`src/rtl/gpfs_regs.vh`:
```
// Register offsets, field positions, reset values and function codes of the low-bank pin selector.
`ifndef GPFS_REGS_VH
`define GPFS_REGS_VH
// ==========================================
// Register offsets
`define GPFS_ADDR_POL       8'h87
`define GPFS_ADDR_FSEL      8'h8c
`define GPFS_ADDR_STAT      8'h8e
// ==========================================
// Reset values and writable masks
`define GPFS_POL_RST        16'h0000
`define GPFS_POL_MASK       16'h01ff
`define GPFS_FSEL_RST       16'h0013
// ==========================================
// Field positions of the function-select register and the pin 0 polarity bit
`define GPFS_FLD_W          4
`define GPFS_FLD_P0_LSB     0
`define GPFS_FLD_P1_LSB     4
`define GPFS_FLD_P2_LSB     8
`define GPFS_FLD_P3_LSB     12
`define GPFS_POL_P0_BIT     0
// ==========================================
// Function codes and highest listed code per table
`define GPFS_FN_GPIO        4'h0
`define GPFS_FN_C1          4'h1
`define GPFS_FN_C2          4'h2
`define GPFS_FN_C3          4'h3
`define GPFS_FN_C4          4'h4
`define GPFS_FN_C5          4'h5
`define GPFS_IN_MAX_ALL     16'h4445
`define GPFS_OUT_MAX_ALL    16'h4444
`endif

```
`src/rtl/gpfs_sel_dec.v`:
```
// Function-field decoder that maps a code to a listed function or to plain GPIO.
`timescale 1ns/1ps
`include "gpfs_regs.vh"
module gpfs_sel_dec #(
  parameter NF = 6
) (
  input  wire [3:0]    code,     // Raw function field.
  input  wire [3:0]    max_code, // Highest code that the table lists.
  input  wire          en,       // Table in use for this pin direction.
  output wire [3:0]    cln_code, // Listed code, or GPIO when unlisted or unused.
  output wire [NF-1:0] hot       // One-hot of the clean code.
);
  // ==========================================
  // Decode
  // Codes above the table fall back to plain GPIO.
  assign cln_code = (en && (code <= max_code)) ? code : `GPFS_FN_GPIO;
  genvar i;
  generate
    for (i = 0; i < NF; i = i + 1) begin : g_hot
      // The index is held at field width so the compare is four bits on both sides.
      localparam [3:0] IDX = i;
      assign hot[i] = (cln_code == IDX);
    end
  endgenerate
endmodule // gpfs_sel_dec

```
`src/rtl/gpfs_pin_pad.v`:
```
// Per-pin polarity and drive-type stage for one general-purpose pin.
`timescale 1ns/1ps
module gpfs_pin_pad (
  input  wire core_clk,   // Core clock.
  input  wire rst_n,      // Asynchronous reset, active low.
  input  wire pol_type,   // Polarity in input mode, drive type in output mode.
  input  wire dir_out,    // High when the pin is an output.
  input  wire drive_val,  // Logic level to present when driving.
  input  wire pin_in,     // Level seen on the pin.
  output reg  asserted_r, // Pin input normalised to active high.
  output reg  pin_out_r,  // Pin output value.
  output reg  pin_oe_n_r  // Pin output enable, low while driving.
);
  // ==========================================
  // Registered pin stage
  // Open drain only ever pulls low; push-pull drives both levels.
  always @(posedge core_clk or negedge rst_n) begin
    if (!rst_n) begin
      asserted_r <= 1'b0;
      pin_out_r  <= 1'b0;
      pin_oe_n_r <= 1'b1;
    end else begin
      asserted_r <= pol_type ? pin_in : ~pin_in;
      if (!dir_out) begin
        pin_out_r  <= 1'b0;
        pin_oe_n_r <= 1'b1;
      end else if (pol_type) begin
        pin_out_r  <= 1'b0;
        pin_oe_n_r <= drive_val;
      end else begin
        pin_out_r  <= drive_val;
        pin_oe_n_r <= 1'b0;
      end
    end
  end
endmodule // gpfs_pin_pad

```
`src/rtl/gpfs_top.v`:
```
// Pin polarity and alternate-function selection for general-purpose pins 0 to 3.
//
// Behaviour
// - Pin 0 polarity bit: input 0 low-active, 1 high; output 0 push-pull, 1 open-drain.
// - Polarity bits live at 87h and return to defaults on sequencer reset; pin 0 is 0.
// - Function select at 8Ch holds four 4-bit fields, restored on sequencer reset.
// - Pin 3 field is bits 15:12, default 0000, with its input and output tables.
// - Pin 2 field is bits 11:8, default 0000, with its input and output tables.
// - Pin 1 field is bits 7:4, default 0001, with its input and output tables.
// - Pin 0 field is bits 3:0, default 0011, with its input and output tables.
//
// Strobed register access was chosen for this implementation.
`timescale 1ns/1ps
`include "gpfs_regs.vh"
module gpfs_top #(
  parameter NPIN = 4,
  parameter AW   = 8,
  parameter DW   = 16
) (
  input  wire            core_clk,             // Core clock, 100 MHz.
  input  wire            rst_n,                // Asynchronous reset, active low.
  input  wire            sm_reset,             // Sequencer reset pulse, restores defaults.
  input  wire [AW-1:0]   addr,                 // Register address.
  input  wire [DW-1:0]   wr_data,              // Register write data.
  input  wire            wr_en,                // Write strobe.
  input  wire            rd_en,                // Read strobe.
  output reg  [DW-1:0]   rd_data_r,            // Read data, one cycle after the strobe.
  input  wire [NPIN-1:0] gpio_dir_out,         // Pin direction, high for output.
  input  wire [NPIN-1:0] gpio_out_data,        // Plain GPIO output data.
  output wire [NPIN-1:0] gpio_in_data,         // Plain GPIO input data, normalised.
  input  wire [NPIN-1:0] pin_in,               // Pin input levels.
  output wire [NPIN-1:0] pin_out,              // Pin output values.
  output wire [NPIN-1:0] pin_oe_n,             // Pin output enables, low while driving.
  output reg             power_up_request,     // Power-on request from a pin.
  output reg             power_down_request,   // Power-off request from a pin.
  output reg             regulator_enable_in,  // Regulator enable, active high input.
  output reg             regulator_enable_in_n,// Regulator enable, active low input.
  output reg             wake_request_n,       // Wake-up request, active low.
  output reg             low_power_request_1,  // Low-power request 1.
  output reg             low_power_request_2,  // Low-power request 2.
  output reg             low_power_request_3,  // Low-power request 3.
  output reg             flash_trigger,        // Flash trigger request.
  output reg             chip_reset_request,   // Chip reset request.
  output reg             clk_32k_in,           // 32 kHz clock taken from a pin.
  input  wire            clk_1m_src,           // 1 MHz clock to route out.
  input  wire            clk_32k_src,          // 32 kHz clock to route out.
  input  wire            backup_rail_monitor,  // Backup-rail monitor level.
  input  wire            memory_reset_n,       // Memory reset, active low.
  input  wire            sys_reset_n,          // System reset, active low.
  input  wire            por_n,                // Power-on reset, active low.
  input  wire            power_up_state,       // Power-on state to route out.
  input  wire            data_output_config    // Data-output configuration level.
);
  // ==========================================
  // Register state
  reg  [DW-1:0] pol_r;
  reg  [DW-1:0] fsel_r;
  reg  [DW-1:0] rd_nxt;
  wire [NPIN-1:0] asserted;
  wire [NPIN*4-1:0] out_code;
  wire [NPIN*6-1:0] in_hot;
  reg  [NPIN-1:0] drive_val;
  wire [15:0] in_max  = `GPFS_IN_MAX_ALL;
  wire [15:0] out_max = `GPFS_OUT_MAX_ALL;

  // ==========================================
  // Register writes
  // A sequencer reset wins over a write in the same cycle.
  always @(posedge core_clk or negedge rst_n) begin
    if (!rst_n) begin
      pol_r  <= `GPFS_POL_RST;
      fsel_r <= `GPFS_FSEL_RST;
    end else if (sm_reset) begin
      pol_r  <= `GPFS_POL_RST;
      fsel_r <= `GPFS_FSEL_RST;
    end else if (wr_en) begin
      if (addr == `GPFS_ADDR_POL) begin
        pol_r <= wr_data & `GPFS_POL_MASK;
      end
      if (addr == `GPFS_ADDR_FSEL) begin
        fsel_r <= wr_data;
      end
    end
  end

  // ==========================================
  // Register reads
  // Unmapped addresses read as zero; data stands one cycle only.
  always @* begin
    rd_nxt = {DW{1'b0}};
    case (addr)
      `GPFS_ADDR_POL: begin
        rd_nxt = pol_r;
      end
      `GPFS_ADDR_FSEL: begin
        rd_nxt = fsel_r;
      end
      `GPFS_ADDR_STAT: begin
        rd_nxt = {8'h00, gpio_dir_out, asserted};
      end
      default: begin
        rd_nxt = {DW{1'b0}};
      end
    endcase
  end

  always @(posedge core_clk or negedge rst_n) begin
    if (!rst_n) begin
      rd_data_r <= {DW{1'b0}};
    end else begin
      rd_data_r <= rd_en ? rd_nxt : {DW{1'b0}};
    end
  end

  // ==========================================
  // Per-pin decoders and pad stages
  // Each field is read through the table that its direction selects.
  genvar p;
  generate
    for (p = 0; p < NPIN; p = p + 1) begin : g_pin
      gpfs_sel_dec #(.NF(6)) u_in_dec (
        .code     (fsel_r[4*p +: 4]),
        .max_code (in_max[4*p +: 4]),
        .en       (~gpio_dir_out[p]),
        .cln_code (),
        .hot      (in_hot[6*p +: 6])
      );
      gpfs_sel_dec #(.NF(6)) u_out_dec (
        .code     (fsel_r[4*p +: 4]),
        .max_code (out_max[4*p +: 4]),
        .en       (gpio_dir_out[p]),
        .cln_code (out_code[4*p +: 4]),
        .hot      ()
      );
      gpfs_pin_pad u_pad (
        .core_clk   (core_clk),
        .rst_n      (rst_n),
        .pol_type   (pol_r[p]),
        .dir_out    (gpio_dir_out[p]),
        .drive_val  (drive_val[p]),
        .pin_in     (pin_in[p]),
        .asserted_r (asserted[p]),
        .pin_out_r  (pin_out[p]),
        .pin_oe_n_r (pin_oe_n[p])
      );
    end
  endgenerate

  assign gpio_in_data = asserted;

  // ==========================================
  // Output routing
  // Each pin picks its source from its own output table.
  always @* begin
    drive_val = gpio_out_data;
    case (out_code[`GPFS_FLD_P0_LSB +: 4])
      `GPFS_FN_C1: drive_val[0] = power_up_state;
      `GPFS_FN_C2: drive_val[0] = backup_rail_monitor;
      `GPFS_FN_C3: drive_val[0] = por_n;
      `GPFS_FN_C4: drive_val[0] = sys_reset_n;
      default:     drive_val[0] = gpio_out_data[0];
    endcase
    case (out_code[`GPFS_FLD_P1_LSB +: 4])
      `GPFS_FN_C1: drive_val[1] = data_output_config;
      `GPFS_FN_C2: drive_val[1] = sys_reset_n;
      `GPFS_FN_C3: drive_val[1] = memory_reset_n;
      `GPFS_FN_C4: drive_val[1] = clk_32k_src;
      default:     drive_val[1] = gpio_out_data[1];
    endcase
    case (out_code[`GPFS_FLD_P2_LSB +: 4])
      `GPFS_FN_C1: drive_val[2] = power_up_state;
      `GPFS_FN_C2: drive_val[2] = backup_rail_monitor;
      `GPFS_FN_C3: drive_val[2] = clk_32k_src;
      `GPFS_FN_C4: drive_val[2] = sys_reset_n;
      default:     drive_val[2] = gpio_out_data[2];
    endcase
    case (out_code[`GPFS_FLD_P3_LSB +: 4])
      `GPFS_FN_C1: drive_val[3] = clk_1m_src;
      `GPFS_FN_C2: drive_val[3] = backup_rail_monitor;
      `GPFS_FN_C3: drive_val[3] = clk_32k_src;
      `GPFS_FN_C4: drive_val[3] = memory_reset_n;
      default:     drive_val[3] = gpio_out_data[3];
    endcase
  end

  // ==========================================
  // Input routing
  // A function is asserted when any pin selecting it sees its active level.
  wire [NPIN-1:0] sel_c1;
  wire [NPIN-1:0] sel_c2;
  wire [NPIN-1:0] sel_c3;
  wire [NPIN-1:0] sel_c4;
  wire [NPIN-1:0] sel_c5;
  generate
    for (p = 0; p < NPIN; p = p + 1) begin : g_sel
      assign sel_c1[p] = in_hot[6*p+1] & asserted[p];
      assign sel_c2[p] = in_hot[6*p+2] & asserted[p];
      assign sel_c3[p] = in_hot[6*p+3] & asserted[p];
      assign sel_c4[p] = in_hot[6*p+4] & asserted[p];
      assign sel_c5[p] = in_hot[6*p+5] & asserted[p];
    end
  endgenerate

  // Active-low functions idle high when no pin drives them.
  always @(posedge core_clk or negedge rst_n) begin
    if (!rst_n) begin
      power_up_request      <= 1'b0;
      power_down_request    <= 1'b0;
      regulator_enable_in   <= 1'b0;
      regulator_enable_in_n <= 1'b1;
      wake_request_n        <= 1'b1;
      low_power_request_1   <= 1'b0;
      low_power_request_2   <= 1'b0;
      low_power_request_3   <= 1'b0;
      flash_trigger         <= 1'b0;
      chip_reset_request    <= 1'b0;
      clk_32k_in            <= 1'b0;
    end else begin
      power_up_request      <= |sel_c1;
      power_down_request    <= sel_c4[0] | sel_c3[3];
      regulator_enable_in   <= sel_c2[3];
      regulator_enable_in_n <= ~(sel_c2[0] | sel_c2[1]);
      wake_request_n        <= ~(sel_c2[2] | sel_c4[1]);
      low_power_request_1   <= sel_c3[0];
      low_power_request_2   <= sel_c3[1];
      low_power_request_3   <= sel_c4[2];
      flash_trigger         <= sel_c4[3];
      chip_reset_request    <= sel_c5[0];
      clk_32k_in            <= sel_c3[2];
    end
  end
endmodule // gpfs_top

```
`config.mk`:
```
export PLATFORM = sky130hd
export DESIGN_NAME = gpfs_top
export DESIGN_NICKNAME = d
export VERILOG_FILES = /design/src/rtl/gpfs_sel_dec.v /design/src/rtl/gpfs_pin_pad.v /design/src/rtl/gpfs_top.v
export VERILOG_INCLUDE_DIRS = /design/src /design/src/rtl
export SDC_FILE = /design/constraint.sdc
export NUM_CORES = 1
export LEC_CHECK = 0
export BUFFER_PORTS_ARGS = -buffer_cell sky130_fd_sc_hd__buf_4
export CAP_MARGIN = 20
export CORE_MARGIN = 1
export CORE_UTILIZATION = 40
export DETAILED_ROUTE_END_ITERATION = 7
export HOLD_SLACK_MARGIN = 0.12
export PLACE_DENSITY = 0.65
export SLEW_MARGIN = 20
export SYNTH_ARGS = -nofsm -noshare
export SYNTH_HDL_FRONTEND = slang
export SYNTH_SLANG_ARGS = --single-unit
```
`constraint.sdc`:
```
create_clock -name core_clk -period 1.7 [get_ports core_clk]
set_input_delay 0.085 -clock core_clk [delete_from_list [all_inputs] [get_ports core_clk]]
set_output_delay 0.085 -clock core_clk [all_outputs]
set_load 0.03 [all_outputs]
```
==> parameters.txt <==
Parameter                              Value

Run status
  Result of the run    finished clean

Setup path
  Nature of the critical path startpoint    register
  Capturing element type of the critical path    register
  Required time of the critical path    between 1.5 and 2 ns
  Setup slack, reg-to-reg    approximately 0.11 ns
  CP Data Arrival Time    1.84 ns
  Type of the worst setup path    reg -> reg
  Peak fanout along the critical path    13

Route
  Final Routed Wirelength    slightly below 8 mm
  Detailed-routed wire length on met2    3.939 mm
  Via/cell ratio    between 5 and 6
  Average detailed-routed wire length per instance    approximately 16 µm
  Wire length on met3    around 320 µm
  Met1 wire length    3.548 mm
  Detailed-route via count    2665
  Number of iterations in the first detailed-routing pass    4
  Topmost layer with routed signal wires    met4
  Antenna Violating Nets Remaining    0
  Count of unresolved DRC violations after routing    0
  Number of DRC markers after the initial detailed-route iteration    between 150 and 200

Floorplan
  Core Rows    31
  Initial core utilization    41.73%
  CORE AREA    7331 µm²
  Die boundary height    roughly 89 µm
  Number of I/O pins    roughly 90
  Die Width    89.45 µm
  Overall die area    between 8000 and 9000 µm²

STA
  Max-slew violation count    0
  Max_slew headroom    between 40% and 50%
  Actual slew at the worst max-slew pin    0.7722 ns
  Count of endpoints failing setup in the final report    0
  Setup repair after global routing missed its margin    no
  Clock period minus final worst setup slack    around 1.6 ns
  Upper clock frequency limit    629.3 MHz
  Max Clock Skew    between 0.008 and 0.009 ns
  Fraction of the cycle the final worst path needs    between 90% and 100%
  Setup WS post-layout    approximately 0.11 ns
  Hold violation total from the final report    0
  Sum Neg Setup Slack    0 ns

Global route
  Leftover overflow at the end of global routing    0
  Number of antenna violations at the first check in global routing    0
  Number of global-route vias before repair    around 2500
  Largest net degree at the start of global routing    65
  Wire length of the first global-routing pass    12.48 mm
  Aggregate global-route resource usage    21.49%

Placement
  Worst-case setup slack after placement    0.1300 ns
  Final weighted congestion in routability-driven placement    around 0.9
  Final HPWL from detailed placement    between 5 and 6 mm
  Number of input and output port buffers inserted    87

Cells and area
  Number of diodes    0
  Storage element area    1613 µm²
  Number of filler instances in the final layout    between 600 and 700
  Post-route core utilization    slightly below 60%
  Post-layout net count    457
  Share of cells above drive strength 1    31.48%
  Synth-to-layout area growth    39.35%
  Multi-input gate area    ~1200 µm²

Yosys
  Cell types occupying the most area after synthesis    sky130_fd_sc_hd__dfrtp_1 45%, sky130_fd_sc_hd__dfstp_2 7.7%, sky130_fd_sc_hd__nor2_1 3.8%, sky130_fd_sc_hd__mux2i_1 3.3%, sky130_fd_sc_hd__buf_4 3.2%
  Syn_nets    347
  Cell count after synthesis    a little under 300
  Unique masters post-synth    47
  Share of the synthesized area in the top cell type    around 45%
  Most used standard cells in the synthesized netlist    55 x sky130_fd_sc_hd__dfrtp_1, 31 x sky130_fd_sc_hd__nor2_1, 24 x sky130_fd_sc_hd__nand2_1
  Number of enable flip-flop cells after synthesis    0
  Syn. warnings    0
  Async set-or-reset flop fraction in the synthesized netlist    100.0%
  Sequential area share after synthesis    52.72%
  Synth Area per Inst    about 10 µm²
  Ys flop type    sky130_fd_sc_hd__dfrtp_1
  Leading area contributor after synthesis    sky130_fd_sc_hd__dfrtp_1
  Library cell with the highest instance count after synthesis    sky130_fd_sc_hd__dfrtp_1
  Total of flip-flops plus latches after synthesis    64
  Summed instance area of the synthesized netlist    about 3000 µm²

Pwr
  Total power consumption of the routed design    3.357 mW
  Pwr Density    787.5 nW/µm²
  Leakage    between 2 and 2.5 nW
  Peak supply drop    410.7 µV

Clocking
  Total number of H-tree levels    3
  CTS tree    done
  Post-CTS clock slew at the launch and capture registers of the worst setup and hold paths    ~0.07 ns
  Number of buffers inserted during clock tree synthesis    9
  Maximum buffer depth of the clock tree    2
  Later-pin clock latency in the skew report    0.33 ns
  Sink count of the clock tree    64
  Clock tree root driver cell    sky130_fd_sc_hd__clkbuf_8

Job
  Max Cap Violations    0

Hold path
  Hold WC Path Type    in -> reg
==> cell usage in the layout, fill, tap and decap left out, drive strengths merged, types with 2 or more instances in the layout <==
cell          n
and3b         2
a21oi        19
nor2         31
mux2          3
inv          10
nand2        24
nand3        15
clkinv        3
clkbuf        9
nor3b         6
nand2b        2
and3         10
buf          97
dlygate4sd3  31
o22a          2
a221oi        3
nand4         4
nor3          6
a22oi         8
xnor2         4
a31oi         3
a2bb2oi       8
dfrtp        55
dfstp         9
o21ai         6
mux2i        10
nor4b         3
nor2b         8
nor4bb        3
o211a         3
bufinv        2
==> layout make-up <==
type / count / share of cell area [%]
sequential: 64 / 37.83
clock inverter: 7 / 2.231
multi-input combinational: 196 / 28.97
clock buffer: 9 / 2.906
timing repair buffer: 128 / 24.36
tap: 99 / 2.906
inverter: 9 / 0.7925
==> cell families (layout without fill, tap and decap cells) <==
group	count (synthesis)	after routing	share of synthesized area [%]
xor gates and xnor gates	4	4	1.145
DFF	64	64	52.72
muxes	13	13	4.376
and+or+nand+nor	121	121	21.64
AOI/OAI and AO/OA	58	58	13.21
buffers and inverters	38	153	6.912
==> flip-flops by register name, summed over array words and instances, names as in the netlist <==
signal,count
power_down_request,1
power_up_request,1
chip_reset_request,1
regulator_enable_in,1
clk_32k_in,1
rd_data_r,16
low_power_request_1,1
g_pin.u_pad.asserted_r,4
fsel_r,16
flash_trigger,1
wake_request_n,1
low_power_request_3,1
g_pin.u_pad.pin_out_r,4
g_pin.u_pad.pin_oe_n_r,4
regulator_enable_in_n,1
low_power_request_2,1
pol_r,9
==> worst max-delay path: stages, from the launching register on <==
cell and delay [ns]:
sky130_fd_sc_hd__dfstp_2 0.43, sky130_fd_sc_hd__or4b_2 0.68, sky130_fd_sc_hd__o21ai_0 0.10, sky130_fd_sc_hd__a41o_1 0.21, sky130_fd_sc_hd__o21ai_0 0.09
==> layer usage <==
| metal | up-vias | global-route usage (%) |
|---|---|---|
| met5 | - | 0 |
| met4 | 0 | 8.514 |
| met3 | 11 | 4.155 |
| met2 | 80 | 34.63 |
| met1 | 1305 | 28.62 |
| li1 | 1269 | - |
==> path summary, 6_finish.rpt <==
| path | start | cells after the start | endpoint |
|---|---|---|---|
| setup / recovery | fsel_r[1] | 4 | g_pin[0].u_pad.pin_oe_n_r |
| hold / removal | clk_32k_src | 4 | g_pin[1].u_pad.pin_oe_n_r |
| setup reg to reg | fsel_r[1] | 4 | g_pin[0].u_pad.pin_oe_n_r |
| hold reg to reg | pol_r[8] | 2 | pol_r[8] |
| max in group asynchronous | rst_n | 2 | rd_data_r[4] |
| min in group asynchronous | rst_n | 2 | rd_data_r[8] |
==> per-stage QoR <==
| step | instances | instance area (µm²) | hold WS [ns] |
|---|---|---|---|
| floorplan | 298 | 3059 | -0.2106 |
| global placement | 465 | 3734 | 0.2218 |
| detailed placement | 465 | 3734 | 0.2232 |
| CTS | 512 | 4263 | 0.1894 |
| global route | 512 | 4263 | 0.2187 |
| finish | 512 | 4263 | 0.2015 |
==> repair_timing <==
action | 4_1_cts | 5_1_grt
hold buffers | 31 | 0
resized for setup | 0 | 0
setup buffers | 0 | 0
hold endpoints to repair | 103 | 0
==> power by group <==
| part | internal, mW | total [mW] | switching [mW] |
|---|---|---|---|
| Combinational | 0.186 | 0.368 | 0.182 |
| Clock | 0.827 | 1.43 | 0.605 |
| Sequential | 1.55 | 1.56 | 0.0108 |
Power figures use the tool's default switching activity.
